`config.mk`:
```
export PLATFORM = sky130hd
export DESIGN_NAME = scr_system_config
export DESIGN_NICKNAME = d
export VERILOG_FILES = /design/src/shared/scr_pkg.sv /design/src/core/scr_system_config.sv /design/src/core/scr_pin_sync.sv
export SDC_FILE = /design/constraint.sdc
export NUM_CORES = 1
export LEC_CHECK = 0
export ABC_AREA = 0
export BUFFER_PORTS_ARGS = -buffer_cell sky130_fd_sc_hd__buf_2
export CAP_MARGIN = 20
export CORE_MARGIN = 3
export CORE_UTILIZATION = 28
export CTS_BUF_LIST = sky130_fd_sc_hd__clkbuf_4 sky130_fd_sc_hd__clkbuf_8 sky130_fd_sc_hd__clkbuf_16
export DETAILED_ROUTE_END_ITERATION = 6
export GPL_TIMING_DRIVEN = 0
export PLACE_DENSITY = 0.49
export SYNTH_ARGS = -nofsm -noshare
export SYNTH_HDL_FRONTEND = slang
export SYNTH_SLANG_ARGS = --single-unit
```
`constraint.sdc`:
```
create_clock -name core_clk_i -period 4.3 [get_ports core_clk_i]
set_input_delay 0.645 -clock core_clk_i [delete_from_list [all_inputs] [get_ports core_clk_i]]
set_output_delay 0.645 -clock core_clk_i [all_outputs]
set_load 0.005 [all_outputs]
```
`src/shared/scr_pkg.sv`:
```
package scr_pkg;

  // ****************************************************************
  // Frame layout
  // ****************************************************************
  localparam int          FRAME_BITS      = 16;
  localparam logic [4:0]  FRAME_LEN       = 5'h10;
  localparam logic [4:0]  FRAME_OVER      = 5'h11;
  localparam logic [4:0]  SELECT_POINT    = 5'h03;
  localparam logic [1:0]  ADDR_SYSCFG     = 2'h2;
  localparam int          ADDR_HI         = 15;
  localparam int          ADDR_LO         = 14;
  localparam int          RRS_BIT         = 13;
  localparam int          READ_ONLY_BIT   = 12;
  localparam int          CFG_MSB         = 11;
  localparam logic [3:0]  READBACK_TOP    = 4'h0;

  // Writable configuration bits; reserved 11, 10 and 5 are kept clear
  localparam logic [11:0] CFG_WRITE_MASK  = 12'h3df;
  localparam logic [11:0] CFG_RESET       = 12'h000;

  // ****************************************************************
  // Timing
  // ****************************************************************
  localparam int          CLK_PERIOD_NS   = 10;
  localparam int          RST_SHORT_NS    = 1000;
  localparam int          RST_LONG_NS     = 20000;
  localparam int          WAKE_SAMPLE_NS  = 1000;
  localparam logic [11:0] RST_SHORT_CNT   = 12'((RST_SHORT_NS + CLK_PERIOD_NS - 1) / CLK_PERIOD_NS);
  localparam logic [11:0] RST_LONG_CNT    = 12'((RST_LONG_NS + CLK_PERIOD_NS - 1) / CLK_PERIOD_NS);
  localparam logic [11:0] RST_BLANK_CNT   = 12'h004;
  localparam logic [7:0]  WAKE_SAMPLE_CNT = 8'((WAKE_SAMPLE_NS + CLK_PERIOD_NS - 1) / CLK_PERIOD_NS);

  // ****************************************************************
  // Types
  // ****************************************************************
  typedef enum logic [1:0] {
    SCR_AUX_OFF    = 2'h0,
    SCR_AUX_ON     = 2'h1,
    SCR_AUX_CYC_SH = 2'h2,
    SCR_AUX_CYC_LG = 2'h3
  } scr_aux_mode_t;

  typedef struct packed {
    logic [1:0]    rsvd_hi;
    logic          ground_offset_threshold_sel;
    logic          reset_stretch_select;
    scr_aux_mode_t aux_supply_mode;
    logic          rsvd_mid;
    logic          main_current_monitor_sel;
    logic          wake_enable;
    logic          wake_sampling_select;
    logic          inhibit_output_enable;
    logic          inhibit_output_level;
  } scr_cfg_t;

  typedef enum logic [1:0] {
    SCR_RST_IDLE    = 2'h0,
    SCR_RST_STRETCH = 2'h1,
    SCR_RST_BLANK   = 2'h2
  } scr_rst_state_t;

endpackage

```
`src/core/scr_system_config.sv`:
```
`timescale 1ns/1ps

module scr_system_config
  import scr_pkg::*;
(
  // Clock and reset
  input  wire logic        core_clk_i,
  input  wire logic        reset_i,
  // Serial port
  input  wire logic        spi_sck_i,
  input  wire logic        spi_csn_i,
  input  wire logic        spi_mosi_i,
  output logic             spi_miso_o,
  output logic             spi_miso_oe_n_o,
  output logic             spi_count_error_o,
  // Feedback and mode events
  input  wire logic [11:0] gp_feedback0_i,
  input  wire logic        restart_failsafe_entry_i,
  // Reset pin, open drain
  input  wire logic        rst_pin_i,
  output logic             rst_pin_o,
  output logic             rst_pin_oe_n_o,
  // Configuration outputs
  output logic             ground_offset_threshold_sel_o,
  output logic             reset_stretch_select_o,
  output scr_aux_mode_t    aux_supply_mode_o,
  output logic             wake_sampling_select_o,
  // Current monitor
  input  wire logic        standby_i,
  input  wire logic        watchdog_disabled_i,
  input  wire logic        main_current_rise_i,
  output logic             watchdog_reactivate_o,
  // Wake input
  input  wire logic        wake_pin_i,
  input  wire logic        wake_status_clear_i,
  output logic             wake_status_flag_a_o,
  output logic             wake_level_status_o,
  // Inhibit output
  output logic             inhibit_limp_output_o,
  output logic             inhibit_limp_output_oe_n_o
);

  logic sck;
  logic csn;
  logic mosi;
  logic rst_pin;
  logic wake_pin;

  scr_pin_sync #(.RESET_VAL(1'b0)) u_sync_sck (
    .core_clk_i (core_clk_i), .reset_i (reset_i), .pin_i (spi_sck_i), .level_o (sck));
  scr_pin_sync #(.RESET_VAL(1'b1)) u_sync_csn (
    .core_clk_i (core_clk_i), .reset_i (reset_i), .pin_i (spi_csn_i), .level_o (csn));
  scr_pin_sync #(.RESET_VAL(1'b0)) u_sync_mosi (
    .core_clk_i (core_clk_i), .reset_i (reset_i), .pin_i (spi_mosi_i), .level_o (mosi));
  scr_pin_sync #(.RESET_VAL(1'b1)) u_sync_rst (
    .core_clk_i (core_clk_i), .reset_i (reset_i), .pin_i (rst_pin_i), .level_o (rst_pin));
  scr_pin_sync #(.RESET_VAL(1'b1)) u_sync_wake (
    .core_clk_i (core_clk_i), .reset_i (reset_i), .pin_i (wake_pin_i), .level_o (wake_pin));

  // ****************************************************************
  // Serial frame: sample on sck rise, shift out on sck fall
  // ****************************************************************
  logic        sck_q;
  logic        csn_q;
  logic [15:0] shift;
  logic [15:0] next_shift;
  logic [4:0]  cnt;
  logic [4:0]  next_cnt;
  logic [15:0] tx_word;
  logic [15:0] next_tx_word;
  logic        miso;
  logic        next_miso;
  logic        cnt_err;
  logic        next_cnt_err;
  logic        commit;
  scr_cfg_t    cfg;
  scr_cfg_t    next_cfg;

  logic        sck_rise;
  logic        sck_fall;
  logic        csn_fall;
  logic        csn_rise;
  logic [11:0] readback_cfg;

  assign sck_rise     = sck && !sck_q && !csn;
  assign sck_fall     = !sck && sck_q && !csn;
  assign csn_fall     = !csn && csn_q;
  assign csn_rise     = csn && !csn_q;
  assign readback_cfg = cfg & CFG_WRITE_MASK;

  always_comb begin
    next_shift   = shift;
    next_cnt     = cnt;
    next_tx_word = tx_word;
    next_miso    = miso;
    next_cnt_err = 1'b0;
    commit       = 1'b0;
    if (csn_fall) begin
      next_cnt     = 5'h00;
      next_tx_word = {READBACK_TOP, 12'h000};
      next_miso    = READBACK_TOP[3];
    end else if (sck_rise) begin
      next_shift = {shift[14:0], mosi};
      if (cnt != FRAME_OVER) begin
        next_cnt = cnt + 5'h01;
      end
      // Source is known once address and read-select are in
      if (cnt + 5'h01 == SELECT_POINT) begin
        if (next_shift[2:1] != ADDR_SYSCFG) begin
          next_tx_word = {READBACK_TOP, 12'h000};
        end else if (next_shift[0]) begin
          next_tx_word = {READBACK_TOP, gp_feedback0_i};
        end else begin
          next_tx_word = {READBACK_TOP, readback_cfg};
        end
      end
    end else if (sck_fall && cnt < FRAME_LEN) begin
      next_miso = tx_word[4'(FRAME_BITS - 1) - cnt[3:0]];
    end else if (csn_rise) begin
      if (cnt != FRAME_LEN) begin
        next_cnt_err = 1'b1;
      end else if (shift[ADDR_HI:ADDR_LO] == ADDR_SYSCFG && !shift[READ_ONLY_BIT]) begin
        commit = 1'b1;
      end
    end
  end

  // Hardware set wins over a frame written in the same cycle
  always_comb begin
    next_cfg = cfg;
    if (commit) begin
      next_cfg = scr_cfg_t'(shift[CFG_MSB:0] & CFG_WRITE_MASK);
    end
    if (restart_failsafe_entry_i) begin
      next_cfg.reset_stretch_select = 1'b1;
    end
  end

  always_ff @(posedge core_clk_i) begin
    if (reset_i) begin
      sck_q   <= 1'b0;
      csn_q   <= 1'b1;
      shift   <= 16'h0000;
      cnt     <= 5'h00;
      tx_word <= 16'h0000;
      miso    <= 1'b0;
      cnt_err <= 1'b0;
      cfg     <= scr_cfg_t'(CFG_RESET);
    end else begin
      sck_q   <= sck;
      csn_q   <= csn;
      shift   <= next_shift;
      cnt     <= next_cnt;
      tx_word <= next_tx_word;
      miso    <= next_miso;
      cnt_err <= next_cnt_err;
      cfg     <= next_cfg;
    end
  end

  assign spi_miso_o                    = miso;
  assign spi_miso_oe_n_o               = csn;
  assign spi_count_error_o             = cnt_err;
  assign ground_offset_threshold_sel_o = cfg.ground_offset_threshold_sel;
  assign reset_stretch_select_o        = cfg.reset_stretch_select;
  assign aux_supply_mode_o             = cfg.aux_supply_mode;
  assign wake_sampling_select_o        = cfg.wake_sampling_select;

  // ****************************************************************
  // Current monitor and reset stretch
  // ****************************************************************
  logic           current_reset;
  logic           wd_react;
  logic           next_wd_react;
  scr_rst_state_t rst_state;
  scr_rst_state_t next_rst_state;
  logic [11:0]    rst_cnt;
  logic [11:0]    next_rst_cnt;
  logic           rst_start;

  assign current_reset = main_current_rise_i && standby_i && cfg.main_current_monitor_sel
                         && watchdog_disabled_i;
  assign next_wd_react = main_current_rise_i && standby_i && !current_reset;
  assign rst_start     = !rst_pin || current_reset;

  always_comb begin
    next_rst_state = rst_state;
    next_rst_cnt   = rst_cnt;
    case (rst_state)
      SCR_RST_IDLE: begin
        if (rst_start) begin
          next_rst_state = SCR_RST_STRETCH;
          next_rst_cnt   = cfg.reset_stretch_select ? RST_LONG_CNT - 12'h001
                                                    : RST_SHORT_CNT - 12'h001;
        end
      end
      SCR_RST_STRETCH: begin
        if (rst_cnt == 12'h000) begin
          next_rst_state = SCR_RST_BLANK;
          next_rst_cnt   = RST_BLANK_CNT;
        end else begin
          next_rst_cnt = rst_cnt - 12'h001;
        end
      end
      // Our own low drive echoes back through the synchroniser; skip it
      SCR_RST_BLANK: begin
        if (rst_cnt == 12'h000) begin
          next_rst_state = SCR_RST_IDLE;
        end else begin
          next_rst_cnt = rst_cnt - 12'h001;
        end
      end
      default: begin
        next_rst_state = SCR_RST_IDLE;
        next_rst_cnt   = 12'h000;
      end
    endcase
  end

  always_ff @(posedge core_clk_i) begin
    if (reset_i) begin
      rst_state <= SCR_RST_IDLE;
      rst_cnt   <= 12'h000;
      wd_react  <= 1'b0;
    end else begin
      rst_state <= next_rst_state;
      rst_cnt   <= next_rst_cnt;
      wd_react  <= next_wd_react;
    end
  end

  assign rst_pin_o             = 1'b0;
  assign rst_pin_oe_n_o        = rst_state != SCR_RST_STRETCH;
  assign watchdog_reactivate_o = wd_react;

  // ****************************************************************
  // Wake input and inhibit output
  // ****************************************************************
  logic [7:0] wake_tick;
  logic [7:0] next_wake_tick;
  logic       wake_level;
  logic       next_wake_level;
  logic       wake_flag;
  logic       next_wake_flag;
  logic       wake_sample;
  logic       inh_out;
  logic       inh_oe_n;

  assign wake_sample = !cfg.wake_sampling_select || wake_tick == 8'h00;

  always_comb begin
    next_wake_tick  = (wake_tick == 8'h00) ? WAKE_SAMPLE_CNT - 8'h01 : wake_tick - 8'h01;
    next_wake_level = wake_level;
    next_wake_flag  = wake_flag;
    if (wake_status_clear_i) begin
      next_wake_flag = 1'b0;
    end
    if (cfg.wake_enable && wake_sample) begin
      next_wake_level = wake_pin;
      if (wake_level && !wake_pin) begin
        next_wake_flag = 1'b1;
      end
    end
  end

  always_ff @(posedge core_clk_i) begin
    if (reset_i) begin
      wake_tick  <= 8'h00;
      wake_level <= 1'b1;
      wake_flag  <= 1'b0;
      inh_out    <= 1'b0;
      inh_oe_n   <= 1'b1;
    end else begin
      wake_tick  <= next_wake_tick;
      wake_level <= next_wake_level;
      wake_flag  <= next_wake_flag;
      inh_out    <= cfg.inhibit_output_level;
      inh_oe_n   <= !cfg.inhibit_output_enable;
    end
  end

  assign wake_level_status_o        = wake_level;
  assign wake_status_flag_a_o       = wake_flag;
  assign inhibit_limp_output_o      = inh_out;
  assign inhibit_limp_output_oe_n_o = inh_oe_n;
endmodule

```
`src/core/scr_pin_sync.sv`:
```
`timescale 1ns/1ps

module scr_pin_sync
  import scr_pkg::*;
#(
  parameter logic RESET_VAL = 1'b0
) (
  // Clock and reset
  input  wire logic core_clk_i,
  input  wire logic reset_i,
  // Pin
  input  wire logic pin_i,
  output logic      level_o
);

  logic stage1;
  logic stage2;
  logic stage3;
  logic level;
  logic next_level;

  // ****************************************************************
  // Filter: a change counts once stages two and three agree
  // ****************************************************************
  always_comb begin
    next_level = level;
    if (stage2 == stage3) begin
      next_level = stage3;
    end
  end

  always_ff @(posedge core_clk_i) begin
    if (reset_i) begin
      stage1 <= RESET_VAL;
      stage2 <= RESET_VAL;
      stage3 <= RESET_VAL;
      level  <= RESET_VAL;
    end else begin
      stage1 <= pin_i;
      stage2 <= stage1;
      stage3 <= stage2;
      level  <= next_level;
    end
  end

  assign level_o = level;

endmodule

```
==> qor.log, run 1 <==
INFO  run_status     status=finished clean
INFO  setup_path     worst-r2r-setup-slack=2.05ns
INFO  layout         num_antenna_cells=0
INFO  cts            clockBufferDepth=2
INFO  cts            post_cts.resized_instances=0
INFO  route          drtAntennaViolNets=0
INFO  timing         post-route-period-util=0.523
INFO  worst_hold_path min_from=u_sync_csn.stage1$_SDFF_PP1_
INFO  placement      gpl.final_weighted_congestion=0.837
INFO  cts            cts_max_level=3
INFO  worst_hold_path hold_path_class=register to register
INFO  power_and_ir_drop p_total=2.00mW
INFO  floorplan      floorplan.initialDensity=0.290
INFO  setup_path     critPathLaunchType=register
INFO  timing         final-setup-viol-count=0
INFO  logic_synthesis netlist-cell-type-count=56
INFO  setup_path     timing.setup.critical_path_class=register to register
INFO  layout         synthToLayoutAreaGrowth=18.1%
INFO  layout         layout.cells.most_common_list=sky130_fd_sc_hd__dfxtp_1 (93), sky130_fd_sc_hd__nand2_1 (49), sky130_fd_sc_hd__a21oi_1 (40)
INFO  placement      hpwlAfterDp=7310µm
INFO  route          detail_route.wirelength=10,100µm
INFO  worst_hold_path worst_hold_path.endpoint=u_sync_csn.stage2$_SDFF_PP1_
INFO  setup_path     crit_slowest_cell=sky130_fd_sc_hd__nor4_2
INFO  global_route   vias_in_the_first_global_route=3,236
INFO  logic_synthesis synth-async-reset-ratio=0
INFO  cts            tritoncts=built
INFO  global_route   antenna_found_initial=0
INFO  cts            cell_at_the_root_of_the_clock_tree=sky130_fd_sc_hd__clkbuf_16
INFO  global_route   grt_max_degree=17
INFO  layout         fillers=1,437
INFO  timing         fin_tns_setup=0ns
INFO  logic_synthesis synth.cell_area=4070µm²
INFO  layout         layout_commonest_cell=sky130_fd_sc_hd__dfxtp_1
INFO  job            max_cap_violations=0
INFO  route          remaining_drc_errors=0
INFO  cts            post-cts-setup-buffers=0
INFO  timing         max_slew_margin=0.420
INFO  setup_path     origin_of_the_critical_flop_to_flop_path=rst_cnt[4]$_SDFFE_PP0P_
INFO  floorplan      ioPinCount=39
INFO  timing         maxClockFrequency=445MHz
INFO  route          route.vias.total=3,386
INFO  layout         register_area=1860µm²
INFO  cts            cts-hold-fix-buffers=0
INFO  floorplan      die-area=16,000µm²
INFO  logic_synthesis synth.ff_latch_count=93
INFO  global_route   grt_pass1_wl=16,400µm
INFO  logic_synthesis synth.avg_cell_area=8.86µm²
INFO  layout         final_layout_net_count=537
INFO  logic_synthesis synth_seq_area_share=0.458
INFO  logic_synthesis synth_flop_cell=sky130_fd_sc_hd__dfxtp_1
INFO  floorplan      die_span_in_x=127µm
INFO  logic_synthesis synthesis_warnings=0
INFO  placement      place.port_buffers=36
INFO  route          drt_iter0_markers=133
INFO  floorplan      row_count=43
INFO  setup_path     worstPathArrival=2.49ns
INFO  logic_synthesis synth.net_count=490
INFO  timing         grt_setup_unrepaired=false
INFO  logic_synthesis number_of_enable_type_register_cells_in_the_synthesized_netlist=0
INFO  cts            tritoncts.num_buffers=9
INFO  layout         multi_input_area=2010µm²
INFO  setup_path     crit_path_max_fanout=10
INFO  timing         clock_skew=0.00705ns
INFO  layout         drive_above_1_share=0.160
INFO  setup_path     worstPathCellList=nor4_2, and4_1, buf_4, or3_1, buf_2, o22ai_1, a22o_1
INFO  power_and_ir_drop power-per-cell-area=415nW/µm²
INFO  timing         timing.final.max_slew_violations=0
INFO  floorplan      core=14,000µm²
INFO  logic_synthesis synthCells=459
INFO  setup_path     crit-reg2reg-capture=rst_cnt[5]$_SDFFE_PP0P_
INFO  timing         tightest_slew=0.868ns
INFO  floorplan      die_h=127µm
INFO  timing         finalCriticalPeriod=2.25ns
INFO  cts            cts.sinks=93
INFO  global_route   globalRouteTotalUtil=0.128
INFO  route          detail_route.first_pass.iterations=4
INFO  timing         setup_slack=2.05ns
INFO  setup_path     timing.critical_path.slowest_cell_delay=0.68ns
INFO  layout         postLayoutCoreUtil=0.342
INFO  route          detail_route.vias_per_cell=4.90
INFO  power_and_ir_drop vdd.ir_drop.worst=0.180mV
INFO  cts            insertion_delay=0.34ns
INFO  power_and_ir_drop power.static_leakage=1.79nW
INFO  setup_path     cp-end-kind=register
INFO  timing         hold_viol=0
INFO  global_route   grt_remaining_overflow=0
INFO  setup_path     critPathRequiredTime=4.54ns
INFO  setup_path     r2r_cells=7
INFO  placement      preCtsSetupSlack=1.84ns
INFO  route          wl_per_cell=14.6µm
INFO  worst_hold_path holdPathStages=1
INFO  cts            path_clk_slew=0.07ns
[worst max-delay path: cells and delay by family (launching register included)]
kind | cells | cell delay (ns)
AO/OA/AOI/OAI | 2 | 0.35
flip-flops | 1 | 0.38
buffers and inverters | 2 | 0.33
AND/OR/NAND/NOR | 3 | 1.08
[registers in the layout (all words and copies together) (netlist names), 2 cells and up]
signal and cells:
shift 16, rst_cnt 12, tx_word 12, wake_tick 8
cnt 5, cfg 4, aux_supply_mode_o 2, rst_state 2
[report_power, final]
group          switching (mW)  total, mW  leakage (nW)  internal (mW)
Combinational           0.103      0.197         0.875         0.0944
Clock                   0.342      0.874         0.165          0.531
Sequential             0.0310      0.926         0.754          0.895
Total                   0.476       2.00          1.79           1.52
[synth_stat cells, drive strengths merged (6+ instances only)]
library cell | number | area [µm²]
nor2 | 31 | 116
inv | 13 | 48.8
nor4 | 6 | 50.0
o21ai | 14 | 70.1
o31ai | 11 | 82.6
nand2 | 49 | 184
xnor2 | 7 | 61.3
a31oi | 6 | 37.5
nor2b | 14 | 87.6
nand4 | 7 | 43.8
nand3 | 22 | 110
dfxtp | 93 | 1860
a21oi | 40 | 200
ha | 7 | 87.6
or2 | 11 | 68.8
buf | 11 | 60.1
mux2i | 19 | 190
clkbuf | 23 | 86.3
nor3 | 9 | 45.0
[per-stage QoR]
stage	cell area (µm²)	cells	hold slack, ns
6_report	4810	691	0.409
2_1_floorplan	4070	459	0.382
5_1_grt	4810	691	0.432
3_5_place_dp	4470	675	0.398
4_1_cts	4810	691	0.415
3_3_place_gp	4470	675	0.391
[worst max-delay path by stage]
| stage | startpoint | to | cells past startpoint |
|---|---|---|---|
| finish | rst_cnt[4]$_SDFFE_PP0P_ | rst_cnt[5]$_SDFFE_PP0P_ | 7 |
| global placement | watchdog_disabled_i | rst_cnt[11]$_SDFFE_PP0P_ | 6 |
| CTS | u_sync_sck.level_o$_SDFFE_PP0N_ | tx_word[9]$_SDFFE_PP0P_ | 4 |
| global route | u_sync_sck.level_o$_SDFFE_PP0N_ | tx_word[9]$_SDFFE_PP0P_ | 4 |
| detailed placement | watchdog_disabled_i | rst_cnt[11]$_SDFFE_PP0P_ | 6 |
| floorplan | wake_tick[2]$_SDFF_PP0_ | wake_level_status_o$_SDFFE_PP1P_ | 5 |
[per-layer routing]
| layer | GRT usage | vias up | wire (µm) |
|---|---|---|---|
| met5 | 0 | - | 0 |
| met4 | 0.0341 | 0 | 136 |
| met3 | 0.0387 | 11 | 561 |
| met2 | 0.200 | 88 | 4540 |
| met1 | 0.171 | 1565 | 4840 |
| li1 | - | 1722 | - |
[final cells by class]
cell class                      instances  share of cell area
Buffer                                 34              0.0305
Timing Repair Buffer                   36              0.0375
Tap cell                              180              0.0469
Sequential cell                        93               0.387
Multi-Input combinational cell        319               0.419
Inverter                               13              0.0102
Clock inverter                          6              0.0195
Clock buffer                           10              0.0497
[kinds of logic after synthesis]
kind of cell	after synthesis	share of synthesized area
flip-flops	93	0.458
AND/OR/NAND/NOR	174	0.223
adder cells (fa/ha/maj)	7	0.0215
AO/OA/AOI/OAI	105	0.164
buffers and inverters	47	0.0480
multiplexers	22	0.0633
other	1	0.000922
XOR/XNOR	10	0.0215
Note: power is estimated with default switching activity, not from simulation.
==> run 2: changes to the inputs <==
Clock period 4.3 ns to 2.15 ns, I/O delays scaled along.
==> run 2 against run 1 <==
  * Final cell count is 0.58% higher
  * Sequential share of layout area is 0.65 points lower
  * Final area is 1.8% higher
  * Combinational power is 100% higher
  * Via count is 0.15% higher
  * Non-clock buffer count is 4 higher
  * Flip-flop and latch count stayed put
  * Register-to-register slack worse by 2.0 ns
  * Global-route usage hardly changed
  * Highest routed layer unchanged
  * Core utilization is 0.61 points higher
  * Critical path depth is 1 higher
==> qor.log, run 2 (synthesis gave the netlist of run 1 again) <==
INFO  route          detail_route.vias_per_cell=4.88 [-0.43%]
INFO  setup_path     worstPathArrival=2.32ns [-0.17 ns]
INFO  placement      gpl.final_weighted_congestion=0.837 [unchanged]
INFO  layout         reg.largest.list=shift (16), rst_cnt (12), tx_word (12)
INFO  global_route   grt_util_met1=0.172 [+0.000261]
INFO  timing         clock_skew=0.00850ns [+0.00144 ns]
INFO  timing         max_slew_margin=0.536 [+0.116]
INFO  cts            tritoncts.num_buffers=9 [unchanged]
INFO  layout         drive_above_1_share=0.188 [+0.0279]
INFO  power_and_ir_drop power-per-cell-area=816nW/µm² [+96%]
INFO  setup_path     cp-end-kind=register
INFO  global_route   grt_util_met3=0.0387 [unchanged]
INFO  floorplan      die-area=16,000µm² [unchanged]
INFO  layout         layout.cell_area.non_filler=4890µm² [+1.8%]
INFO  power_and_ir_drop clockPowerShare=0.436 [about the same]
INFO  timing         post-route-period-util=0.972 [+0.449]
INFO  cts            cts-hold-fix-buffers=0 [unchanged]
INFO  power_and_ir_drop pwr-share-seq=0.464 [about the same]
INFO  timing         finalCriticalPeriod=2.09ns [-0.160 ns]
INFO  floorplan      die_h=127µm [unchanged]
INFO  floorplan      core=14,000µm² [unchanged]
INFO  route          remaining_drc_errors=0 [unchanged]
INFO  layout         final_layout_net_count=541 [+0.74%]
INFO  layout         num_antenna_cells=0 [unchanged]
INFO  run_status     status=finished clean
INFO  setup_path     timing.setup.critical_path_class=register to register
INFO  global_route   global_route.peak_usage_layer=met2
INFO  global_route   grt_remaining_overflow=0 [unchanged]
INFO  layout         synthToLayoutAreaGrowth=20.2%
INFO  route          drt_iter0_markers=140 [+5.3%]
INFO  global_route   grt_pass1_wl=16,400µm [+0.13%]
INFO  global_route   vias_in_the_first_global_route=3,241 [+0.15%]
INFO  timing         tightest_slew=0.690ns [-0.178 ns]
INFO  setup_path     worstPathCellList=inv_1, ha_1, or3b_2, clkbuf_1, nor3_1, xnor2_1, o221ai_1, o2111a_1
INFO  setup_path     critPathRequiredTime=2.38ns [-2.16 ns]
INFO  placement      hpwlAfterDp=7310µm [unchanged]
INFO  setup_path     critPathLaunchType=register
INFO  floorplan      row_count=43 [unchanged]
INFO  route          detail_route.first_pass.iterations=5 [+1]
INFO  timing         grt_setup_unrepaired=true
INFO  power_and_ir_drop comb_power_share=0.100 [about the same]
INFO  cts            insertion_delay=0.34ns [about the same]
INFO  timing         timing.final.max_slew_violations=0 [unchanged]
INFO  route          drtAntennaViolNets=0 [unchanged]
INFO  cts            tritoncts=built
INFO  layout         layout_commonest_cell=sky130_fd_sc_hd__dfxtp_1
INFO  timing         hold_viol=0 [unchanged]
INFO  global_route   globalRouteTotalUtil=0.128 [+0.000176]
INFO  layout         top_register=shift
INFO  global_route   grt_max_degree=17 [unchanged]
INFO  cts            cts_max_level=3 [unchanged]
INFO  setup_path     critPathTopFamily=simple AND/OR/NAND/NOR gates
INFO  cts            path_clk_slew=0.07ns [about the same]
INFO  placement      post_dp_cell_area=4470µm² [unchanged]
INFO  setup_path     timing.critical_path.slowest_cell_delay=0.45ns [-0.23 ns]
INFO  worst_hold_path hold_path_class=primary input to register
INFO  timing         setup_slack=0.0602ns [-1.99 ns]
INFO  job            max_cap_violations=0 [unchanged]
INFO  timing         maxClockFrequency=479MHz [+7.6%]
INFO  setup_path     crit_buf_inv=2 [unchanged]
INFO  global_route   use_met2=0.200 [+0.000311]
INFO  global_route   antenna_found_initial=0 [unchanged]
INFO  layout         layout.cells.most_common_list=sky130_fd_sc_hd__dfxtp_1 (92), sky130_fd_sc_hd__nand2_1 (49), sky130_fd_sc_hd__a21oi_1 (40)
INFO  floorplan      floorplan.initialDensity=0.290 [unchanged]
INFO  power_and_ir_drop power.static_leakage=1.85nW [+3.2%]
INFO  route          wl_per_cell=14.5µm [-0.34%]
INFO  power_and_ir_drop p_total=3.99mW [+100%]
INFO  power_and_ir_drop vdd.ir_drop.worst=0.361mV [+100%]
INFO  power_and_ir_drop total_switching_power=0.948mW [+99%]
INFO  setup_path     crit_slowest_cell=sky130_fd_sc_hd__or3b_2
INFO  cts            clockBufferDepth=2 [unchanged]
INFO  power_and_ir_drop p_sw_frac=0.238 [-0.00104]
INFO  floorplan      ioPinCount=39 [unchanged]
INFO  cts            cell_at_the_root_of_the_clock_tree=sky130_fd_sc_hd__clkbuf_16
INFO  power_and_ir_drop cellInternalPower=3.04mW [+100%]
INFO  placement      preCtsSetupSlack=-0.130ns [-1.97 ns]
INFO  route          route.vias.total=3,391 [+0.15%]
INFO  cts            cts.sinks=93 [unchanged]
INFO  placement      place.port_buffers=36 [unchanged]
INFO  floorplan      die_span_in_x=127µm [unchanged]
INFO  route          detail_route.wirelength=10,100µm [+0.24%]
INFO  layout         largest_register_ff_count=16 [unchanged]
INFO  layout         postLayoutCoreUtil=0.348 [+0.00606]
INFO  setup_path     crit_path_max_fanout=6 [-4]
INFO  timing         final-setup-viol-count=0 [unchanged]
run 2: changes by cell type in the layout (fill, tap and decap cells not counted), sizes merged:
| cell | change |
|---|---|
| buf | +3 |
| clkbuf | +1 |
run 2: path summary, 6_finish.rpt:
check,start,to,slack (ns),cells after the start
worst max register to register,rst_cnt[0]$_SDFFE_PP0P_,rst_cnt[6]$_SDFFE_PP0P_,0.06,8
worst min-delay path,spi_csn_i,u_sync_csn.stage1$_SDFF_PP1_,0.16,2
worst min register to register,u_sync_csn.stage1$_SDFF_PP1_,u_sync_csn.stage2$_SDFF_PP1_,0.41,1
worst max-delay path,rst_cnt[0]$_SDFFE_PP0P_,rst_cnt[6]$_SDFFE_PP0P_,0.06,8
run 2: power by group through the flow:
stage / logic (mW) / registers, mW / clock network (mW)
final: 0.398 / 1.85 / 1.74
after global routing: 0.440 / 1.86 / 1.87
after CTS: 0.398 / 1.85 / 1.81
after detailed placement: 0.389 / 1.89 / 0
after global placement: 0.386 / 1.89 / 0
after floorplan: 0.301 / 1.87 / 0
run 2: area by class of cell:
class | instances | area (µm²)
buffer | 34 | 153
clock buffer | 10 | 239
clock inverter | 6 | 93.8
fill | 1432 | 9150
inverter | 13 | 48.8
multi-input combinational | 319 | 2060
sequential | 93 | 1860
tap | 180 | 225
timing repair buffer | 40 | 210
run 2: routing by layer:
metal / share of wire / wire length (µm) / up-vias
met5: 0 / 0 / -
met4: 0.011 / 108 / 0
met3: 0.044 / 446 / 9
met2: 0.46 / 4650 / 68
met1: 0.48 / 4900 / 1585
li1: - / - / 1729
run 2: repair_timing:
item | in CTS | in global routing
pin swaps | 0 | 2
resized for setup | 5 | 10
buffers inserted | 0 | 4
setup endpoints to repair | 27 | 28
gates cloned | 0 | 0
run 2: stage by stage:
step                      setup TNS (ns)  cells  hold WS [ns]
final                                  0    695         0.159
after floorplan                        0    459         0.382
after global routing              -0.148    695         0.150
after detailed placement           -1.70    675         0.398
after global placement             -1.42    675         0.391
after CTS                              0    691         0.140
run 2: worst register-to-register path, cell delays in order (launching register included):
cell and delay [ns]:
sky130_fd_sc_hd__dfxtp_2 0.34, sky130_fd_sc_hd__inv_1 0.11, sky130_fd_sc_hd__ha_1 0.23, sky130_fd_sc_hd__or3b_2 0.45, sky130_fd_sc_hd__clkbuf_1 0.19, sky130_fd_sc_hd__nor3_1 0.22
sky130_fd_sc_hd__xnor2_1 0.15, sky130_fd_sc_hd__o221ai_1 0.13, sky130_fd_sc_hd__o2111a_1 0.16
==> run 3: changes to the inputs <==
--- a/config.mk
+++ b/config.mk
@@ -11,3 +11,3 @@
 export CORE_MARGIN = 3
-export CORE_UTILIZATION = 28
+export CORE_UTILIZATION = 50
 export CTS_BUF_LIST = sky130_fd_sc_hd__clkbuf_4 sky130_fd_sc_hd__clkbuf_8 sky130_fd_sc_hd__clkbuf_16
@@ -15,3 +15,3 @@
 export GPL_TIMING_DRIVEN = 0
-export PLACE_DENSITY = 0.49
+export PLACE_DENSITY = 0.74
 export SYNTH_ARGS = -nofsm -noshare
==> constraint.sdc (replaced) <==
create_clock -name core_clk_i -period 2.15 [get_ports core_clk_i]
set_input_delay 0.215 -clock core_clk_i [delete_from_list [all_inputs] [get_ports core_clk_i]]
set_output_delay 0.215 -clock core_clk_i [all_outputs]
set_load 0.005 [all_outputs]
==> run 3 against run 2 <==
  * Total power shrank 13%
  * Final cell count shrank 11%
  * Fmax shrank 0.97%
  * Critical endpoint is now wake_level_status_o$_SDFFE_PP1P_
  * Count of clock-buffer cells in the layout shrank 1
  * Critical path type unchanged
  * Sequential share of layout area grew 1.5 points
  * Die area shrank 42%
==> qor.log, run 3 (synthesis gave the netlist of run 1 again) <==
INFO  setup_path     origin_of_the_critical_flop_to_flop_path=wake_tick[5]$_SDFF_PP0_
INFO  floorplan      floorplan.initialDensity=0.521 [+0.231]
INFO  setup_path     timing.critical_path.slowest_cell_delay=0.58ns [+0.13 ns]
INFO  setup_path     worstPathArrival=2.38ns [+0.06 ns]
INFO  floorplan      die_h=96.2µm [-24%]
INFO  layout         num_antenna_cells=0 [unchanged]
INFO  layout         synthToLayoutAreaGrowth=15.7%
INFO  route          route.vias.total=3,512 [+3.6%]
INFO  layout         drive_above_1_share=0.193 [+0.00470]
INFO  floorplan      core=7810µm² [-44%]
INFO  timing         finalCriticalPeriod=2.11ns [+0.0206 ns]
INFO  cts            clockBufferDepth=2 [unchanged]
INFO  power_and_ir_drop total_switching_power=1.00mW [+5.8%]
INFO  power_and_ir_drop pwr-share-seq=0.531 [+0.067]
INFO  cts            tritoncts.num_buffers=9 [unchanged]
INFO  layout         layout.cells.most_common_list=sky130_fd_sc_hd__dfxtp_1 (90), sky130_fd_sc_hd__nand2_1 (49), sky130_fd_sc_hd__a21oi_1 (40)
INFO  setup_path     crit_path_max_fanout=4 [-2]
INFO  cts            tritoncts=built
INFO  route          drtAntennaViolNets=0 [unchanged]
INFO  global_route   vias_in_the_first_global_route=3,240 [-0.031%]
INFO  timing         timing.final.max_slew_violations=0 [unchanged]
INFO  timing         clock_skew=0.0166ns [+0.00814 ns]
INFO  layout         postLayoutCoreUtil=0.603 [+0.255]
INFO  route          detail_route.wirelength=9570µm [-5.2%]
INFO  job            max_cap_violations=0 [unchanged]
INFO  power_and_ir_drop power-per-cell-area=741nW/µm² [-9.2%]
INFO  route          detail_route.vias_per_cell=5.66 [+16%]
INFO  run_status     status=finished clean
INFO  setup_path     worstPathCellList=or4_4, or4b_4, a21boi_4, nor2b_1, a211o_1
INFO  timing         post-route-period-util=0.982 [+0.00956]
INFO  global_route   grt_remaining_overflow=0 [unchanged]
INFO  placement      preCtsSetupSlack=-0.0804ns [+0.0494 ns]
INFO  setup_path     r2r_cells=5 [-3]
INFO  floorplan      die_span_in_x=96.2µm [-24%]
INFO  placement      hpwlAfterDp=6690µm [-8.5%]
INFO  power_and_ir_drop p_sw_frac=0.288 [+0.0500]
INFO  power_and_ir_drop vdd.ir_drop.worst=0.465mV [+29%]
INFO  route          drt_iter0_markers=181 [+29%]
INFO  setup_path     cp-end-kind=register
INFO  timing         hold_viol=0 [unchanged]
INFO  cts            cts.sinks=93 [unchanged]
INFO  layout         largest_register_ff_count=16 [unchanged]
INFO  worst_hold_path worst_hold_path.endpoint=u_sync_rst.stage1$_SDFF_PP1_
INFO  cts            insertion_delay=0.37ns [+0.03 ns]
INFO  power_and_ir_drop clockPowerShare=0.343 [-0.093]
INFO  power_and_ir_drop cellInternalPower=2.49mW [-18%]
INFO  timing         maxClockFrequency=474MHz [-0.97%]
INFO  setup_path     crit-reg2reg-capture=wake_level_status_o$_SDFFE_PP1P_
INFO  floorplan      ioPinCount=39 [unchanged]
INFO  route          remaining_drc_errors=0 [unchanged]
INFO  route          detail_route.first_pass.iterations=4 [-1]
INFO  power_and_ir_drop power.static_leakage=1.80nW [-2.6%]
INFO  power_and_ir_drop comb_power_share=0.126 [+0.026]
INFO  floorplan      die-area=9260µm² [-42%]
INFO  layout         final_layout_net_count=544 [+0.55%]
INFO  global_route   grt_pass1_wl=15,700µm [-4.6%]
INFO  worst_hold_path min_from=rst_pin_i
INFO  worst_hold_path holdPathStages=2 [unchanged]
INFO  global_route   grt_max_degree=21 [+4]
INFO  placement      place.port_buffers=36 [unchanged]
INFO  setup_path     startpoint_of_the_worst_setup_timing_path=wake_tick[5]$_SDFF_PP0_
INFO  cts            cts_max_level=3 [unchanged]
INFO  timing         max_slew_margin=0.537 [+0.00102]
INFO  global_route   globalRouteTotalUtil=0.219 [+0.0908]
INFO  setup_path     critPathRequiredTime=2.42ns [+0.04 ns]
INFO  setup_path     timing.setup.critical_path_class=register to register
INFO  timing         final-setup-viol-count=0 [unchanged]
INFO  cts            cell_at_the_root_of_the_clock_tree=sky130_fd_sc_hd__clkbuf_8
INFO  timing         setup_slack=0.0397ns [-0.0206 ns]
INFO  placement      gpl.final_weighted_congestion=0.894 [+6.7%]
INFO  setup_path     crit_buf_inv=0 [-2]
INFO  global_route   antenna_found_initial=0 [unchanged]
INFO  layout         fillers=688 [-52%]
INFO  setup_path     crit_slowest_cell=sky130_fd_sc_hd__or4b_4
INFO  timing         tightest_slew=0.688ns [-0.00152 ns]
INFO  layout         top_register=shift
INFO  worst_hold_path hold_path_class=primary input to register
INFO  floorplan      row_count=32 [-26%]
INFO  cts            path_clk_slew=0.11ns [+0.04 ns]
INFO  layout         reg.largest.list=shift (16), rst_cnt (12), tx_word (12)
INFO  setup_path     worst-r2r-setup-slack=0.04ns [-0.02 ns]
INFO  route          wl_per_cell=15.4µm [+6.2%]
INFO  layout         layout_commonest_cell=sky130_fd_sc_hd__dfxtp_1
INFO  setup_path     critPathTopFamily=simple AND/OR/NAND/NOR gates
INFO  setup_path     critPathLaunchType=register
-- run 3: what timing repair did --
action,in CTS,in global routing
buffers inserted,0,6
endpoints found under the hold margin,0,2
pin swaps,0,5
endpoints found under the setup margin,18,32
hold buffers,0,2
gates resized for setup,4,11
-- run 3: stage by stage --
stage | hold slack [ns] | TNS, ns | area (µm²) | std cells | total power, mW
2_1_floorplan | 0.319 | 0 | 4070 | 459 | 2.17
3_3_place_gp | 0.392 | -0.0884 | 4380 | 597 | 2.26
3_5_place_dp | 0.398 | -0.208 | 4380 | 597 | 2.28
4_1_cts | 0.00713 | 0 | 4610 | 613 | 3.47
5_1_grt | 0.00700 | -0.0540 | 4710 | 620 | 3.65
6_report | 0.0214 | 0 | 4710 | 620 | 3.49
-- run 3: per-layer routing --
| metal | global-route usage | share of wire | vias up |
|---|---|---|---|
| met1 | 0.303 | 0.47 | 1663 |
| met3 | 0.0407 | 0.062 | 9 |
| met2 | 0.344 | 0.46 | 112 |
| met5 | 0 | 0 | - |
| li1 | - | - | 1728 |
| met4 | 0.0687 | 0.011 | 0 |
-- run 3: worst max path at each step --
stage / endpoint / slack (ns) / depth (start not counted)
global route: rst_cnt[10]$_SDFFE_PP0P_ / -0.04 / 9
finish: wake_level_status_o$_SDFFE_PP1P_ / 0.04 / 5
floorplan: wake_level_status_o$_SDFFE_PP1P_ / 0.18 / 5
CTS: rst_cnt[5]$_SDFFE_PP0P_ / 0.01 / 7
global placement: rst_cnt[10]$_SDFFE_PP0P_ / -0.05 / 7
detailed placement: rst_cnt[10]$_SDFFE_PP0P_ / -0.08 / 7
-- run 3: power groups by stage --
stage               Combinational, mW  Clock, mW  Sequential, mW
detailed placement              0.388          0            1.89
global placement                0.373          0            1.88
finish                          0.439       1.20            1.85
CTS                             0.397       1.22            1.85
global route                    0.489       1.30            1.86
floorplan                       0.301          0            1.87
-- run 3: area by class of cell --
class                   count  area (µm²)  area share
multi-input cells         319        2060       0.438
clock buffers               9         124      0.0263
plain buffers              33         146      0.0311
clock inverters             7        91.3      0.0194
flip-flops and latches     93        1870       0.396
inverters                  13        48.8      0.0104
repair buffers             44         245      0.0521
well taps                 102         128      0.0271
